===== src/wae_defs.svh =====
`ifndef WAE_DEFS_SVH
`define WAE_DEFS_SVH
// ======================================================================
// Register byte offsets
`define WAE_REG_CMD      5'h00
`define WAE_REG_CTRL     5'h04
`define WAE_REG_STAT     5'h08
`define WAE_REG_CNT      5'h0c
// ======================================================================
// Command bits (write one to press the key)
`define WAE_CMD_CAVG     0
`define WAE_CMD_CENV     1
`define WAE_CMD_NAVG     2
`define WAE_CMD_NENV     3
`define WAE_CMD_FRZ      4
`define WAE_CMD_SNGL     5
`define WAE_CMD_PASS     6
`define WAE_CMD_OTHER    7
// ======================================================================
// Control bits and reset values
`define WAE_CTRL_HOLD    0
`define WAE_NIDX_RST     3'h0
`define WAE_NIDX_MAX     3'h5
`define WAE_N_MIN        9'h008
// ======================================================================
// Bus responses
`define WAE_RESP_OKAY    2'h0
`define WAE_RESP_SLVERR  2'h2
// ======================================================================
// Pass-count auto-step period while the key is held
`define WAE_STEP_MS      500
`define WAE_CLK_KHZ      50000
`endif


===== src/wae_pkg.sv =====
package wae_pkg;
    // Gray along normal -> average -> counted -> frozen -> envelope
    typedef enum logic [2:0] {
        WAE_NORMAL = 3'h0,
        WAE_CAVG   = 3'h1,
        WAE_NAVG   = 3'h3,
        WAE_FROZEN = 3'h2,
        WAE_CENV   = 3'h6,
        WAE_NENV   = 3'h7,
        WAE_SINGLE = 3'h5
    } wae_mode_t;
endpackage


===== src/wae_ctrl.sv =====
// Contract
// - Continuous average counts acquisitions up to pass count, then flags overflow.
// - Continuous average key cancels freeze, envelopes, pass prompt and counted average.
// - Freeze during continuous average stops it, showing total limited to pass count.
// - Single freeze in continuous average adds one acquisition, then freezes.
// - Second continuous average press returns to normal digitizing.
// - Other processing keys during continuous average start the new function.
// - Continuous envelope key cancels all other modes and starts enveloping.
// - Continuous envelope keeps and shows a running merged total.
// - Freeze during continuous envelope stops it and shows the total.
// - Single freeze in continuous envelope merges one more, then freezes.
// - Other processing keys during continuous envelope start the new function.
// - Second continuous envelope press turns it off, back to normal.
// - Pass-count key raises a blinking prompt showing the current pass count; here pass_prompt is a steady level.
// - Holding the pass-count key steps 8 to 256 cyclically, keeping the last.
// - Any next key removes the pass-count prompt.
// - Counted average counts down from pass count, freezes at zero, shows count.
// - Counted average is cancelled by freeze or other processing keys.
// - Counted envelope counts down to zero, freezes, shows pass count.
// - Counted envelope is cancelled by freeze or other processing keys.
// - Modes work at every timebase setting.
// - Single freeze takes one complete triggered record then freezes.
//
// Design decisions made here: the placing of the registers and the AXI4-Lite interface to the registers.
`timescale 1ns/100ps
`include "wae_defs.svh"

module wae_ctrl #(
    parameter int unsigned STEP_CYC = `WAE_STEP_MS * `WAE_CLK_KHZ,
    parameter int unsigned ADDR_W   = 5
) (
    // Clock, reset, enable
    input  wire logic              aclk,
    input  wire logic              aresetn,
    input  wire logic              ce,
    // AXI4-Lite write
    input  wire logic [ADDR_W-1:0] s_axi_awaddr,
    input  wire logic              s_axi_awvalid,
    output logic                   s_axi_awready,
    input  wire logic [31:0]       s_axi_wdata,
    input  wire logic [3:0]        s_axi_wstrb,
    input  wire logic              s_axi_wvalid,
    output logic                   s_axi_wready,
    output logic [1:0]             s_axi_bresp,
    output logic                   s_axi_bvalid,
    input  wire logic              s_axi_bready,
    // AXI4-Lite read
    input  wire logic [ADDR_W-1:0] s_axi_araddr,
    input  wire logic              s_axi_arvalid,
    output logic                   s_axi_arready,
    output logic [31:0]            s_axi_rdata,
    output logic [1:0]             s_axi_rresp,
    output logic                   s_axi_rvalid,
    input  wire logic              s_axi_rready,
    // Acquisition side
    input  wire logic              acq_done,
    output logic                   avg_en,
    output logic                   envelope_en,
    output logic                   acq_arm,
    output logic                   frozen,
    // Readout side
    output logic [15:0]            readout,
    output logic                   over_flag,
    output logic                   pass_prompt
);
    localparam int unsigned SW = $clog2(STEP_CYC + 1);

    // ==================================================================
    // Bus slave
    logic                  awready_q;
    logic                  wready_q;
    logic                  bvalid_q;
    logic [1:0]            bresp_q;
    logic                  aw_full_q;
    logic                  w_full_q;
    logic [ADDR_W-1:0]     waddr_q;
    logic [31:0]           wdata_q;
    logic [3:0]            wstrb_q;
    logic                  arready_q;
    logic                  rvalid_q;
    logic [31:0]           rdata_q;
    logic [1:0]            rresp_q;
    logic                  wr_fire;
    logic                  waddr_ok;

    assign wr_fire  = aw_full_q && w_full_q && !bvalid_q;
    assign waddr_ok = (waddr_q[ADDR_W-1:2] <= 3'h3);

    always_ff @(posedge aclk) begin
        if (!aresetn) begin
            awready_q <= 1'b0;
            aw_full_q <= 1'b0;
            waddr_q   <= '0;
        end else if (ce) begin
            if (s_axi_awvalid && awready_q) begin
                awready_q <= 1'b0;
                aw_full_q <= 1'b1;
                waddr_q   <= s_axi_awaddr;
            end else if (wr_fire) begin
                aw_full_q <= 1'b0;
            end else if (!aw_full_q && !bvalid_q) begin
                awready_q <= 1'b1;
            end
        end
    end

    always_ff @(posedge aclk) begin
        if (!aresetn) begin
            wready_q <= 1'b0;
            w_full_q <= 1'b0;
            wdata_q  <= 32'h0;
            wstrb_q  <= 4'h0;
        end else if (ce) begin
            if (s_axi_wvalid && wready_q) begin
                wready_q <= 1'b0;
                w_full_q <= 1'b1;
                wdata_q  <= s_axi_wdata;
                wstrb_q  <= s_axi_wstrb;
            end else if (wr_fire) begin
                w_full_q <= 1'b0;
            end else if (!w_full_q && !bvalid_q) begin
                wready_q <= 1'b1;
            end
        end
    end

    always_ff @(posedge aclk) begin
        if (!aresetn) begin
            bvalid_q <= 1'b0;
            bresp_q  <= `WAE_RESP_OKAY;
        end else if (ce) begin
            if (wr_fire) begin
                bvalid_q <= 1'b1;
                bresp_q  <= waddr_ok ? `WAE_RESP_OKAY : `WAE_RESP_SLVERR;
            end else if (bvalid_q && s_axi_bready) begin
                bvalid_q <= 1'b0;
            end
        end
    end

    // ==================================================================
    // Key decode, one key wins per write
    logic [7:0] key;
    logic       k_frz;
    logic       k_sng;
    logic       k_cavg;
    logic       k_cenv;
    logic       k_navg;
    logic       k_nenv;
    logic       k_any;

    assign key    = (wr_fire && waddr_q == `WAE_REG_CMD && wstrb_q[0]) ? wdata_q[7:0] : 8'h0;
    assign k_frz  = key[`WAE_CMD_FRZ];
    assign k_sng  = key[`WAE_CMD_SNGL] && !k_frz;
    assign k_cavg = key[`WAE_CMD_CAVG] && !key[`WAE_CMD_FRZ] && !key[`WAE_CMD_SNGL];
    assign k_cenv = key[`WAE_CMD_CENV] && !k_cavg && !key[`WAE_CMD_FRZ] && !key[`WAE_CMD_SNGL];
    assign k_navg = key[`WAE_CMD_NAVG] && key[1:0] == 2'h0 && key[5:4] == 2'h0;
    assign k_nenv = key[`WAE_CMD_NENV] && key[2:0] == 3'h0 && key[5:4] == 2'h0;
    assign k_any  = |key;

    // ==================================================================
    // Control register and pass-count selection
    logic            hold_q;
    logic            prompt_q;
    logic [2:0]      nidx_q;
    logic [SW-1:0]   step_q;
    logic [8:0]      n_w;
    logic [15:0]     n16;

    assign n_w = `WAE_N_MIN << nidx_q;
    assign n16 = {7'h0, n_w};

    always_ff @(posedge aclk) begin
        if (!aresetn) begin
            hold_q <= 1'b0;
        end else if (ce && wr_fire && waddr_q == `WAE_REG_CTRL && wstrb_q[0]) begin
            hold_q <= wdata_q[`WAE_CTRL_HOLD];
        end
    end

    always_ff @(posedge aclk) begin
        if (!aresetn) begin
            prompt_q <= 1'b0;
        end else if (ce) begin
            if (key[`WAE_CMD_PASS]) begin
                prompt_q <= 1'b1;
            end else if (k_any) begin
                prompt_q <= 1'b0;
            end
        end
    end

    always_ff @(posedge aclk) begin
        if (!aresetn) begin
            nidx_q <= `WAE_NIDX_RST;
            step_q <= '0;
        end else if (ce) begin
            if (!(hold_q && prompt_q)) begin
                step_q <= '0;
            end else if (step_q == SW'(STEP_CYC - 1)) begin
                step_q <= '0;
                nidx_q <= (nidx_q == `WAE_NIDX_MAX) ? 3'h0 : nidx_q + 3'h1;
            end else begin
                step_q <= step_q + SW'(1);
            end
        end
    end

    // ==================================================================
    // Mode sequencer and acquisition count
    wae_pkg::wae_mode_t mode_q;
    logic [15:0]        cnt_q;
    logic               over_q;
    logic [1:0]         sproc_q;
    logic               acq_w;

    // Timebase is not looked at: every setting processes alike
    assign acq_w = acq_done && !k_any;

    always_ff @(posedge aclk) begin
        if (!aresetn) begin
            mode_q  <= wae_pkg::WAE_NORMAL;
            cnt_q   <= 16'h0;
            over_q  <= 1'b0;
            sproc_q <= 2'h0;
        end else if (ce) begin
            if (k_frz) begin
                mode_q <= wae_pkg::WAE_FROZEN;
            end else if (k_sng) begin
                mode_q  <= wae_pkg::WAE_SINGLE;
                sproc_q <= {mode_q == wae_pkg::WAE_CENV, mode_q == wae_pkg::WAE_CAVG};
            end else if (k_cavg) begin
                mode_q <= (mode_q == wae_pkg::WAE_CAVG) ? wae_pkg::WAE_NORMAL
                                                        : wae_pkg::WAE_CAVG;
                cnt_q  <= 16'h0;
                over_q <= 1'b0;
            end else if (k_cenv) begin
                mode_q <= (mode_q == wae_pkg::WAE_CENV) ? wae_pkg::WAE_NORMAL
                                                        : wae_pkg::WAE_CENV;
                cnt_q  <= 16'h0;
                over_q <= 1'b0;
            end else if (k_navg) begin
                mode_q <= wae_pkg::WAE_NAVG;
                cnt_q  <= n16;
                over_q <= 1'b0;
            end else if (k_nenv) begin
                mode_q <= wae_pkg::WAE_NENV;
                cnt_q  <= n16;
                over_q <= 1'b0;
            end else if (acq_w) begin
                unique case (mode_q)
                    wae_pkg::WAE_CAVG: begin
                        if (cnt_q < n16) begin
                            cnt_q <= cnt_q + 16'h1;
                        end else begin
                            over_q <= 1'b1;
                        end
                    end
                    wae_pkg::WAE_CENV: begin
                        if (cnt_q != 16'hffff) begin
                            cnt_q <= cnt_q + 16'h1;
                        end
                    end
                    wae_pkg::WAE_NAVG, wae_pkg::WAE_NENV: begin
                        if (cnt_q <= 16'h1) begin
                            mode_q <= wae_pkg::WAE_FROZEN;
                            cnt_q  <= n16;
                        end else begin
                            cnt_q <= cnt_q - 16'h1;
                        end
                    end
                    wae_pkg::WAE_SINGLE: begin
                        mode_q <= wae_pkg::WAE_FROZEN;
                        if (sproc_q[0] && cnt_q < n16) begin
                            cnt_q <= cnt_q + 16'h1;
                        end else if (sproc_q[1] && cnt_q != 16'hffff) begin
                            cnt_q <= cnt_q + 16'h1;
                        end
                    end
                    wae_pkg::WAE_NORMAL, wae_pkg::WAE_FROZEN: begin
                    end
                endcase
            end
        end
    end

    // ==================================================================
    // Registered outputs toward acquisition and readout
    always_ff @(posedge aclk) begin
        if (!aresetn) begin
            avg_en      <= 1'b0;
            envelope_en <= 1'b0;
            acq_arm     <= 1'b0;
            frozen      <= 1'b0;
        end else if (ce) begin
            avg_en      <= mode_q == wae_pkg::WAE_CAVG || mode_q == wae_pkg::WAE_NAVG ||
                           (mode_q == wae_pkg::WAE_SINGLE && sproc_q[0]);
            envelope_en <= mode_q == wae_pkg::WAE_CENV || mode_q == wae_pkg::WAE_NENV ||
                           (mode_q == wae_pkg::WAE_SINGLE && sproc_q[1]);
            acq_arm     <= mode_q != wae_pkg::WAE_FROZEN;
            frozen      <= mode_q == wae_pkg::WAE_FROZEN;
        end
    end

    // ==================================================================
    // Read channel
    logic [31:0] rd_w;
    logic        rd_ok;

    always_comb begin
        rd_w  = 32'h0;
        rd_ok = 1'b1;
        unique case (s_axi_araddr[ADDR_W-1:2])
            3'h0: rd_w = 32'h0;
            3'h1: rd_w = {31'h0, hold_q};
            3'h2: rd_w = {14'h0, n_w, 1'b0, nidx_q, prompt_q, over_q, mode_q};
            3'h3: rd_w = {16'h0, cnt_q};
            default: rd_ok = 1'b0;
        endcase
    end

    always_ff @(posedge aclk) begin
        if (!aresetn) begin
            arready_q <= 1'b0;
            rvalid_q  <= 1'b0;
            rdata_q   <= 32'h0;
            rresp_q   <= `WAE_RESP_OKAY;
        end else if (ce) begin
            if (s_axi_arvalid && arready_q) begin
                arready_q <= 1'b0;
                rvalid_q  <= 1'b1;
                rdata_q   <= rd_w;
                rresp_q   <= rd_ok ? `WAE_RESP_OKAY : `WAE_RESP_SLVERR;
            end else if (rvalid_q && s_axi_rready) begin
                rvalid_q <= 1'b0;
            end else if (!rvalid_q) begin
                arready_q <= 1'b1;
            end
        end
    end

    assign s_axi_awready = awready_q;
    assign s_axi_wready  = wready_q;
    assign s_axi_bvalid  = bvalid_q;
    assign s_axi_bresp   = bresp_q;
    assign s_axi_arready = arready_q;
    assign s_axi_rvalid  = rvalid_q;
    assign s_axi_rdata   = rdata_q;
    assign s_axi_rresp   = rresp_q;
    assign readout       = cnt_q;
    assign over_flag     = over_q;
    assign pass_prompt   = prompt_q;
endmodule // wae_ctrl


===== config.mk =====
export PLATFORM = sky130hd
export DESIGN_NAME = wae_ctrl
export DESIGN_NICKNAME = d
export VERILOG_FILES = /design/src/wae_pkg.sv /design/src/wae_ctrl.sv
export VERILOG_INCLUDE_DIRS = /design/src
export SDC_FILE = /design/constraint.sdc
export NUM_CORES = 1
export LEC_CHECK = 0
export BUFFER_PORTS_ARGS = -buffer_cell sky130_fd_sc_hd__buf_2
export CAP_MARGIN = 20
export CORE_MARGIN = 10
export CORE_UTILIZATION = 55
export CTS_BUF_LIST = sky130_fd_sc_hd__clkbuf_8 sky130_fd_sc_hd__clkbuf_16
export DETAILED_ROUTE_END_ITERATION = 10
export GPL_TIMING_DRIVEN = 0
export HOLD_SLACK_MARGIN = 0.1
export MAX_ROUTING_LAYER = met4
export PLACE_DENSITY = 0.82
export SYNTH_ARGS = -nofsm -noshare
export SYNTH_HDL_FRONTEND = slang
export SYNTH_SLANG_ARGS = --single-unit

===== constraint.sdc =====
create_clock -name aclk -period 3.68 [get_ports aclk]
set_input_delay 0.184 -clock aclk [delete_from_list [all_inputs] [get_ports aclk]]
set_output_delay 0.184 -clock aclk [all_outputs]
set_load 0.05 [all_outputs]

==> results_dict.tcl, run 1 <==
set metrics [dict create \
    p_int_mw 1.45 \
    design.die.area_mm2 0.0151 \
    vias_per_cell 6.31 \
    final_common_cell "dfxtp_1" \
    synth-edff-count 0 \
    drive_above_1_share_pct 18.7 \
    ys.flop_type "dfxtp_1" \
    drc 0 \
    multi_input_area_mm2 0.00349 \
    synth_area_leader_cell "dfxtp_1" \
    cts_tree "done" \
    synth_xor_area_share_pct 0.302 \
    timing.final.crit_share_pct 88.6 \
    grt_pass1_vias 6030 \
    avgSynthCellArea_um2 7.96 \
    synth_top_family_by_area "simple AND/OR/NAND/NOR gates" \
    cts_max_path_buffers 2 \
    relSlewSlack_pct 41.2 \
    power_frac_comb_pct 9.7 \
    hp-class "input port to register" \
    fin_cells 985 \
    maxCapViolations 0 \
    h-tree-depth 3 \
    die_h_um 123 \
    yosysTopAreaCellShare_pct 33.4 \
    power_frac_clock_pct 36.9 \
    p_per_area_mw_per_mm2 295 \
    hold_viol 0 \
    hold_end "s_axi_awready$_SDFFE_PN0P_" \
    rsz0062_at_grt "false" \
    critPathArrivalTime_ps 3560 \
    place_hpwl_mm 15.0 \
    p_leak_nw 2.79 \
    rows 37 \
    max_freq_mhz 307 \
    swShare_pct 27.4 \
    synthCells 730 \
    p_seq_share_pct 53.4 \
    hold_start "s_axi_awvalid" \
    ant_nets 0 \
    dp_cells 952 \
    clkTransAtPathRegs_ps 110 \
    grt_antenna_before_repair 0 \
    cp.required_ps 3980 \
    yosys.area_share.simple_pct 28.4 \
    end_kind "register" \
    core_mm2 0.0103 \
    reg2reg_from "nidx_q[0]$_SDFFE_PN0P_" \
    drv_slew 0 \
    initial_core_util_pct 56.3 \
    synth_seq_area_share_pct 33.4 \
    die_w_um 123 \
    globalplace.congestion 1.00 \
    crit_fanout 8 \
    synthTopCellsByArea "dfxtp_1, nand2_1, a21oi_1" \
    clock_sinks 97 \
    cts_buffers 9 \
    p_switching_mw 0.547 \
    max_stage_delay_ps 510 \
    grt_use_total_pct 27.2 \
    worst_slew_pin_slew_ps 874 \
    ir_worst_vdd_mv 0.218 \
    post-route-min-period_ps 3260 \
    finalClockSkew_ps 14.8 \
    muxShareOfSynthArea_pct 2.11 \
    diodes 0 \
    cp-start-kind "register" \
    grt_remaining_overflow 0 \
    syn2layout_area_growth_pct 16.4 \
    synth.distinct_cells 79 \
    worstSetupPathType "register to register" \
    fillers 904 \
    grt_max_degree 17 \
    cp_slowest_cell "nor3b_1" \
    status "finished clean" \
    vias 6216 \
    reg2reg_setup_slack_ps 420 \
    routed_wirelength_mm 20.1 \
    drt_iter0_drc 750 \
    clock_latency_ps 380 \
    worstPathCellList "clkbuf_1 > nor3b_1 > inv_1 > ha_1 > nor4_1 > o211ai_1 > nor3_2 > o311a_1 > o311ai_1 > a21oi_1" \
    ys_ff_latch 97 \
    regArea_mm2 0.00194 \
    root_buffer "clkbuf_8" \
    rr_endpoint "readout[9]$_SDFFE_PN0P_" \
    worstRegToRegCells 10 \
    nets 910 \
    min_path_cells 4 \
    synth_compound_area_share_pct 25.8 \
    layout_common_cells "dfxtp_1, buf_2, nand2_1" \
    drt-pass1-iter-count 6 \
    setup_viol 0 \
    io_buffer_count 71 \
    wl_per_cell_um 20.4 \
    synth_fa_ha_area_share_pct 2.37 \
    tns_ps 0 \
    syn-cell-area_mm2 0.00581 \
    grt_pass1_wl_mm 31.9 \
    async_reset_ff_share_pct 0 \
    ys_warn_count 0 \
    io_pins 118 \
]
## flip-flops by register name (all words and copies together) (netlist names), 2 cells and up
signal,flops
wdata_q,8
step_q,25
sproc_q,2
nidx_q,3
readout,16
waddr_q,5
s_axi_rdata,18
mode_q,3
## worst max-delay path, delay by kind of cell, from the launching register on
family	cells	cell delay (ps)
AND/OR/NAND/NOR	3	1190
AO/OA/AOI/OAI	4	1100
buffers and inverters	2	360
flip-flops	1	320
adder cells (fa/ha/maj)	1	200
## through the flow
step | worst slack (ps) | hold WS [ps] | power [mW] | area [µm²] | utilization, %
final | 421 | 148 | 2.00 | 6760 | 65.5
after global routing | 167 | 165 | 2.06 | 6760 | 65.5
after CTS | 455 | 129 | 1.99 | 6760 | 65.5
after detailed placement | 477 | 430 | 1.26 | 6390 | 61.9
after global placement | 561 | 420 | 1.26 | 6390 | 61.9
after floorplan | 1070 | 320 | 1.21 | 5860 | -
## Yosys cell counts (8+ instances only)
| library cell | number |
|---|---|
| a21oi_1 | 61 |
| a22oi_1 | 14 |
| a311oi_1 | 11 |
| a31oi_1 | 9 |
| a41oi_1 | 10 |
| and2_1 | 13 |
| and3_1 | 18 |
| buf_2 | 22 |
| buf_4 | 17 |
| clkbuf_1 | 25 |
| dfxtp_1 | 97 |
| ha_1 | 11 |
| inv_1 | 20 |
| mux2i_1 | 10 |
| nand2_1 | 82 |
| nand3_1 | 37 |
| nor2_1 | 55 |
| nor3_1 | 29 |
| nor4_1 | 9 |
| o211a_1 | 12 |
| o211ai_1 | 12 |
| o21ai_0 | 31 |
| or3_1 | 8 |
## cell families after synthesis
kind of cell / after synthesis
compound gates: 214
xor+xnor: 2
fa+ha+maj: 11
buf+inv: 89
flops: 97
mux: 12
other cells: 1
simple gates: 304
## layer usage
layer,wire length [µm],up-vias,GRT usage (%)
li1,-,2908,-
met1,8030,2911,32.3
met2,9470,339,43.5
met3,1850,58,5.42
met4,709,0,12.9
met5,0,-,-
## repair_timing
| item | 4_1_cts | 5_1_grt |
|---|---|---|
| setup buffers | 0 | 0 |
| hold buffers | 17 | 0 |
| gates resized for setup | 0 | 0 |
| hold endpoints to repair | 17 | 0 |
## power by group through the flow
stage                     clock [mW]  sequential (mW)  combinational [mW]
after detailed placement           0             1.09               0.173
after CTS                      0.738             1.07               0.187
after global placement             0             1.09               0.171
after floorplan                    0             1.10               0.108
after global routing           0.781             1.07               0.206
final                          0.737             1.07               0.193
## how the worst max path moves through the flow
stage                                       start                      end  slack [ps]  depth (start not counted)
after floorplan           readout[0]$_SDFFE_PN0P_  readout[6]$_SDFFE_PN0P_        1070                          8
after global placement     nidx_q[0]$_SDFFE_PN0P_  readout[9]$_SDFFE_PN0P_         560                         10
after detailed placement   nidx_q[0]$_SDFFE_PN0P_  readout[9]$_SDFFE_PN0P_         480                         10
after CTS                  nidx_q[0]$_SDFFE_PN0P_  readout[9]$_SDFFE_PN0P_         460                         10
after global routing       nidx_q[0]$_SDFFE_PN0P_  readout[9]$_SDFFE_PN0P_         170                         10
final                      nidx_q[0]$_SDFFE_PN0P_  readout[9]$_SDFFE_PN0P_         420                         10
## layout make-up
| class | instances | area share [%] |
|---|---|---|
| Buffer | 69 | 5.29 |
| Clock buffer | 10 | 2.04 |
| Clock inverter | 6 | 0.962 |
| Inverter | 20 | 1.11 |
| Multi-Input combinational cell | 559 | 51.6 |
| Sequential cell | 97 | 28.7 |
| Tap cell | 136 | 2.52 |
| Timing Repair Buffer | 88 | 7.77 |
No activity file was read; power rests on OpenSTA's default activity.
==> run 2: changes to the inputs <==
--- a/config.mk
+++ b/config.mk
@@ -6,16 +6,17 @@
 export SDC_FILE = /design/constraint.sdc
 export NUM_CORES = 1
 export LEC_CHECK = 0
+export ABC_AREA = 1
 export BUFFER_PORTS_ARGS = -buffer_cell sky130_fd_sc_hd__buf_2
 export CAP_MARGIN = 20
 export CORE_MARGIN = 10
-export CORE_UTILIZATION = 55
+export CORE_UTILIZATION = 40
 export CTS_BUF_LIST = sky130_fd_sc_hd__clkbuf_8 sky130_fd_sc_hd__clkbuf_16
 export DETAILED_ROUTE_END_ITERATION = 10
 export GPL_TIMING_DRIVEN = 0
 export HOLD_SLACK_MARGIN = 0.1
 export MAX_ROUTING_LAYER = met4
-export PLACE_DENSITY = 0.82
+export PLACE_DENSITY = 0.63
 export SYNTH_ARGS = -nofsm -noshare
 export SYNTH_HDL_FRONTEND = slang
 export SYNTH_SLANG_ARGS = --single-unit
==> run 2 against run 1 <==
- sequential cell count stayed put
- die area is 34% higher
- non-clock buffer count is 30 lower
- utilization is 18 points lower
- wire length is 4.2% lower
- hold slack worse by 42 ps
- global-route usage is 8.1 points lower
- synthesized cell count is 27% higher
- largest power group unchanged
==> results_dict.tcl, run 2 <==
set metrics [dict create \
    status "finished clean" \
    grt_max_degree 16 \
    grt_remaining_overflow 0 \
    rows 44 \
    dp_cells 1195 \
    fin_cells 1214 \
    top_register "step_q" \
    grt_use_total_pct 19.1 \
    final_core_util_pct 47.5 \
    reg2reg_from "nidx_q[1]$_SDFFE_PN0P_" \
    syn-cell-area_mm2 0.00596 \
    synth_compound_area_share_pct 19.7 \
    cts_resized 0 \
    vias 6373 \
    ant_nets 0 \
    synth_seq_area_share_pct 32.6 \
    synthTopCellsByArea "dfxtp_1, nand2_1, a21oi_1" \
    rsz0062_at_grt "false" \
    finalClockSkew_ps 9.53 \
    root_buffer "clkbuf_16" \
    design.die.area_mm2 0.0202 \
    post-route-min-period_ps 2910 \
    cts_hold_buffers 3 \
    synth-edff-count 0 \
    nets 1091 \
    post_cts_buffers 0 \
    maxCapViolations 0 \
    place_hpwl_mm 14.7 \
    grt_pass1_vias 5821 \
    worst_slew_pin_slew_ps 791 \
    worstSetupPathType "register to register" \
    cts_tree "done" \
    hold_end "wdata_q[7]$_SDFFE_PN0P_" \
    synth.distinct_cells 45 \
    synth_fa_ha_area_share_pct 2.31 \
    clock_sinks 97 \
    tns_ps 0 \
    synth_top_family_by_area "simple AND/OR/NAND/NOR gates" \
    synth_xor_area_share_pct 1.03 \
    crit_fanout 10 \
    fin_area_mm2 0.00693 \
    p_per_area_mw_per_mm2 322 \
    max_freq_mhz 344 \
    ys_ff_latch 97 \
    min_path_cells 3 \
    synth_most_common_cell "nand2_1" \
    globalplace.congestion 0.958 \
    cts_max_path_buffers 2 \
    die_w_um 142 \
    crit_family "simple AND/OR/NAND/NOR gates" \
    max_stage_delay_ps 430 \
    ir_worst_vdd_mv 0.223 \
    top_layer "met4" \
    clkTransAtPathRegs_ps 70 \
    async_reset_ff_share_pct 0 \
    wl_met2_mm 8.51 \
    place_area_mm2 0.00660 \
    muxShareOfSynthArea_pct 0 \
    avgSynthCellArea_um2 6.44 \
    p_leak_nw 2.98 \
    layout_common_cells "nand2_1, inv_1, dfxtp_1" \
    synthCells 925 \
    ys.flop_type "dfxtp_1" \
    pre_cts_ws_ps 824 \
    hold_start "s_axi_wdata[7]" \
    largest_reg_flops 25 \
    ys_warn_count 0 \
    drc 0 \
    yosys.area_share.simple_pct 32.7 \
    drv_slew 0 \
    worstRegToRegCells 15 \
    grt_antenna_before_repair 0 \
    vias_per_cell 5.25 \
    hold_viol 0 \
    setup_viol 0 \
    rr_endpoint "readout[3]$_SDFFE_PN0P_" \
    core_mm2 0.0146 \
    critPathArrivalTime_ps 3190 \
    timing.final.crit_share_pct 79.0 \
    wl_met3_mm 1.35 \
    synth_common_cells "nand2_1, inv_1, dfxtp_1" \
    drt_iter0_drc 585 \
    relSlewSlack_pct 47.3 \
    cp_common_cell "nand2_1" \
    cp_slowest_cell "nor3_1" \
    cp.required_ps 3960 \
    reg2reg_setup_slack_ps 770 \
    io_buffer_count 71 \
    die_h_um 142 \
    routed_wirelength_mm 19.2 \
    wl_per_cell_um 15.8 \
    io_pins 118 \
    crit_buf_inv 3 \
    drt-pass1-iter-count 5 \
    h-tree-depth 3 \
    syn2layout_area_growth_pct 16.3 \
    initial_core_util_pct 40.8 \
    diodes 0 \
    drive_above_1_share_pct 13.4 \
    wl_met1_mm 8.99 \
    cts_buffers 9 \
    end_kind "register" \
    yosysTopAreaCellShare_pct 32.6 \
    final_common_cell "nand2_1" \
    grt_pass1_wl_mm 30.5 \
    timing.final.ws_setup_ps 774 \
    worstPathCellList "clkbuf_1 > nor3_1 > inv_1 > ha_1 > or2_2 > nand2_1 > nand3_1 > nand2_1 > nand2_1 > nand2_1 > nand3_2 > a21oi_4 > buf_6 > nand2_2 > a21oi_2" \
    synth_area_leader_cell "dfxtp_1" \
    clock_latency_ps 350 \
    hp-class "input port to register" \
    cp-start-kind "register" \
]
## run 2: area by class of cell
type / count / area, µm²
inverters: 106 / 398
multi-input cells: 684 / 3380
clock buffers: 10 / 239
fillers: 1505 / 7660
plain buffers: 53 / 294
clock inverters: 6 / 57.6
well taps: 184 / 230
repair buffers: 74 / 385
flip-flops and latches: 97 / 1940
## run 2: kinds of logic (layout without fill, tap and decap cells)
logic type / Yosys count / in the layout
flip-flops: 97 / 97
adder cells (fa/ha/maj): 11 / 11
XOR/XNOR: 7 / 7
other: 1 / 16
AND/OR/NAND/NOR: 449 / 449
AO/OA/AOI/OAI: 201 / 201
buffers and inverters: 159 / 249
## run 2: routing by layer
| metal | vias to the layer above | GRT usage (%) |
|---|---|---|
| met5 | - | - |
| met4 | 0 | 6.99 |
| li1 | 3239 | - |
| met2 | 216 | 28.7 |
| met3 | 27 | 3.34 |
| met1 | 2891 | 25.2 |
## run 2: per-stage QoR
stage          hold WS, ps  power, mW
3_3_place_gp           450       1.28
4_1_cts                101       2.25
5_1_grt                131       2.30
6_report               105       2.23
3_5_place_dp           453       1.28
2_1_floorplan          361       1.23
## run 2: worst max-delay path by stage
| stage | slack, ps | to | start | cells after the start |
|---|---|---|---|---|
| 2_1_floorplan | 1380 | readout[4]$_SDFFE_PN0P_ | readout[3]$_SDFFE_PN0P_ | 13 |
| 3_3_place_gp | 840 | readout[7]$_SDFFE_PN0P_ | nidx_q[1]$_SDFFE_PN0P_ | 15 |
| 3_5_place_dp | 820 | readout[3]$_SDFFE_PN0P_ | nidx_q[1]$_SDFFE_PN0P_ | 15 |
| 4_1_cts | 800 | readout[6]$_SDFFE_PN0P_ | nidx_q[1]$_SDFFE_PN0P_ | 15 |
| 5_1_grt | 540 | readout[7]$_SDFFE_PN0P_ | nidx_q[1]$_SDFFE_PN0P_ | 15 |
| 6_report | 770 | readout[3]$_SDFFE_PN0P_ | nidx_q[1]$_SDFFE_PN0P_ | 15 |
## run 2: worst min-delay path: stages
cell and delay [ps]:
buf_2 70, o21ai_0 70, a21oi_1 100
## run 2: power by group
group          leakage, nW  total, mW  internal (mW)  switching [mW]
combinational         2.04      0.186         0.0489           0.137
sequential           0.784       1.07           1.06          0.0107
clock                0.154      0.972          0.543           0.429
==> run 3: changes to the inputs <==
--- a/config.mk
+++ b/config.mk
@@ -6,7 +6,7 @@
 export SDC_FILE = /design/constraint.sdc
 export NUM_CORES = 1
 export LEC_CHECK = 0
-export ABC_AREA = 1
+export ABC_AREA = 0
 export BUFFER_PORTS_ARGS = -buffer_cell sky130_fd_sc_hd__buf_2
 export CAP_MARGIN = 20
 export CORE_MARGIN = 10
@@ -16,7 +16,7 @@
 export GPL_TIMING_DRIVEN = 0
 export HOLD_SLACK_MARGIN = 0.1
 export MAX_ROUTING_LAYER = met4
-export PLACE_DENSITY = 0.63
+export PLACE_DENSITY = 0.66
 export SYNTH_ARGS = -nofsm -noshare
 export SYNTH_HDL_FRONTEND = slang
 export SYNTH_SLANG_ARGS = --single-unit
==> constraint.sdc (replaced) <==
create_clock -name aclk -period 2.65 [get_ports aclk]
set_input_delay 0.1325 -clock aclk [delete_from_list [all_inputs] [get_ports aclk]]
set_output_delay 0.1325 -clock aclk [all_outputs]
set_load 0.05 [all_outputs]
==> run 3 against run 2 <==
- hold slack about the same
- wire length up 1.2%
- critical path depth fell by 5
- via count decreased by 4.3%
- critical endpoint is now readout[5]$_SDFFE_PN0P_
==> results_dict.tcl, run 3 (synthesized netlist as in run 1, its figures left out) <==
set metrics [dict create \
    maxCapViolations 0 \
    core_mm2 0.0140 \
    diodes 0 \
    grt_use_total_pct 19.4 \
    drv_slew 0 \
    reg2reg_from "nidx_q[2]$_SDFFE_PN0P_" \
    globalplace.congestion 0.952 \
    ir_worst_vdd_mv 0.378 \
    drt-pass1-iter-count 5 \
    grt_pass1_vias 5643 \
    hold_start "s_axi_awvalid" \
    hold_ws_ps 105 \
    grt_max_degree 17 \
    wl_per_cell_um 18.8 \
    drt_iter0_drc 555 \
    crit_fanout 5 \
    cp-start-kind "register" \
    p_leak_nw 2.92 \
    initial_core_util_pct 41.4 \
    syn2layout_area_growth_pct 22.5 \
    grt_antenna_before_repair 0 \
    cp.required_ps 2900 \
    clock_sinks 97 \
    final_core_util_pct 50.7 \
    vias 6096 \
    layout_common_cells "buf_2, dfxtp_1, nand2_1" \
    nets 917 \
    ant_nets 0 \
    drive_above_1_share_pct 21.5 \
    regArea_mm2 0.00195 \
    status "finished clean" \
    grt_pass1_wl_mm 30.3 \
    place_area_mm2 0.00644 \
    timing.final.crit_share_pct 96.6 \
    fillers 1396 \
    post-route-min-period_ps 2560 \
    timing.final.ws_setup_ps 91.2 \
    max_freq_mhz 391 \
    clkTransAtPathRegs_ps 70 \
    place_hpwl_mm 14.4 \
    clock_latency_ps 370 \
    end_kind "register" \
    worst_slew_pin_slew_ps 843 \
    design.die.area_mm2 0.0197 \
    cts_max_path_buffers 2 \
    finalClockSkew_ps 7.53 \
    relSlewSlack_pct 43.4 \
    pre_cts_ws_ps -529 \
    critPathArrivalTime_ps 2810 \
    io_pins 118 \
    critPathLaunch "nidx_q[2]$_SDFFE_PN0P_" \
    multi_input_area_mm2 0.00358 \
    rows 43 \
    root_buffer "clkbuf_16" \
    drc 0 \
    worstSetupPathType "register to register" \
    largest_reg_flops 25 \
    h-tree-depth 3 \
    hp-class "input port to register" \
    cts_tree "done" \
    setup_viol 0 \
    fin_area_mm2 0.00711 \
    tns_ps 0 \
    die_w_um 141 \
    cts_buffers 9 \
    routed_wirelength_mm 19.5 \
    top_register "step_q" \
    io_buffer_count 71 \
    grt_remaining_overflow 0 \
    die_h_um 141 \
    vias_per_cell 5.88 \
    p_per_area_mw_per_mm2 452 \
    hold_viol 0 \
]
-- run 3: worst paths after layout --
path / endpoint / slack, ps / cells past startpoint
max reg2reg: readout[5]$_SDFFE_PN0P_ / 90 / 10
min reg2reg: s_axi_rdata[14]$_SDFFE_PN0P_ / 450 / 2
min: s_axi_awready$_SDFFE_PN0P_ / 110 / 4
max: readout[5]$_SDFFE_PN0P_ / 90 / 10
-- run 3: stage by stage --
stage          power [mW]  cells
2_1_floorplan        1.68    745
3_3_place_gp         1.76    996
3_5_place_dp         1.76    996
4_1_cts              3.24   1034
5_1_grt              3.30   1036
6_report             3.21   1036
-- run 3: repair_timing --
item	4_1_cts	5_1_grt
hold endpoints to repair	18	0
resized for setup	12	17
buffers inserted	5	3
pin swaps	5	4
hold buffers	18	0
setup endpoints to repair	16	15
-- run 3: final cells by class --
cell class                      instances  area share [%]
Multi-Input combinational cell        559            50.4
Timing Repair Buffer                   97            8.37
Buffer                                 67            4.94
Clock inverter                          6            1.27
Sequential cell                        97            27.5
Clock buffer                           10            3.36
Inverter                               20            1.06
Tap cell                              180            3.17
-- run 3: power breakdown --
part           leakage (nW)  internal [mW]  switching [mW]
clock network         0.164          0.858           0.614
logic                  1.97         0.0801           0.185
registers             0.785           1.47          0.0119
-- run 3: layer usage --
metal	global-route usage, %	vias to the layer above	part of all wire, %
li1	-	2927	-
met1	24.9	2888	45
met2	29.6	246	45
met3	5.04	35	8.8
met4	5.00	0	1.4
met5	-	-	0
-- run 3: worst max-delay path, stage by stage, from the launching register on --
cell      delay [ps]
dfxtp_4          380
inv_2             80
nor3b_4          240
inv_2             70
ha_4             270
inv_1             40
o211ai_1         330
nor3_4            90
or4_4            580
a21o_1           200
o211a_1          150
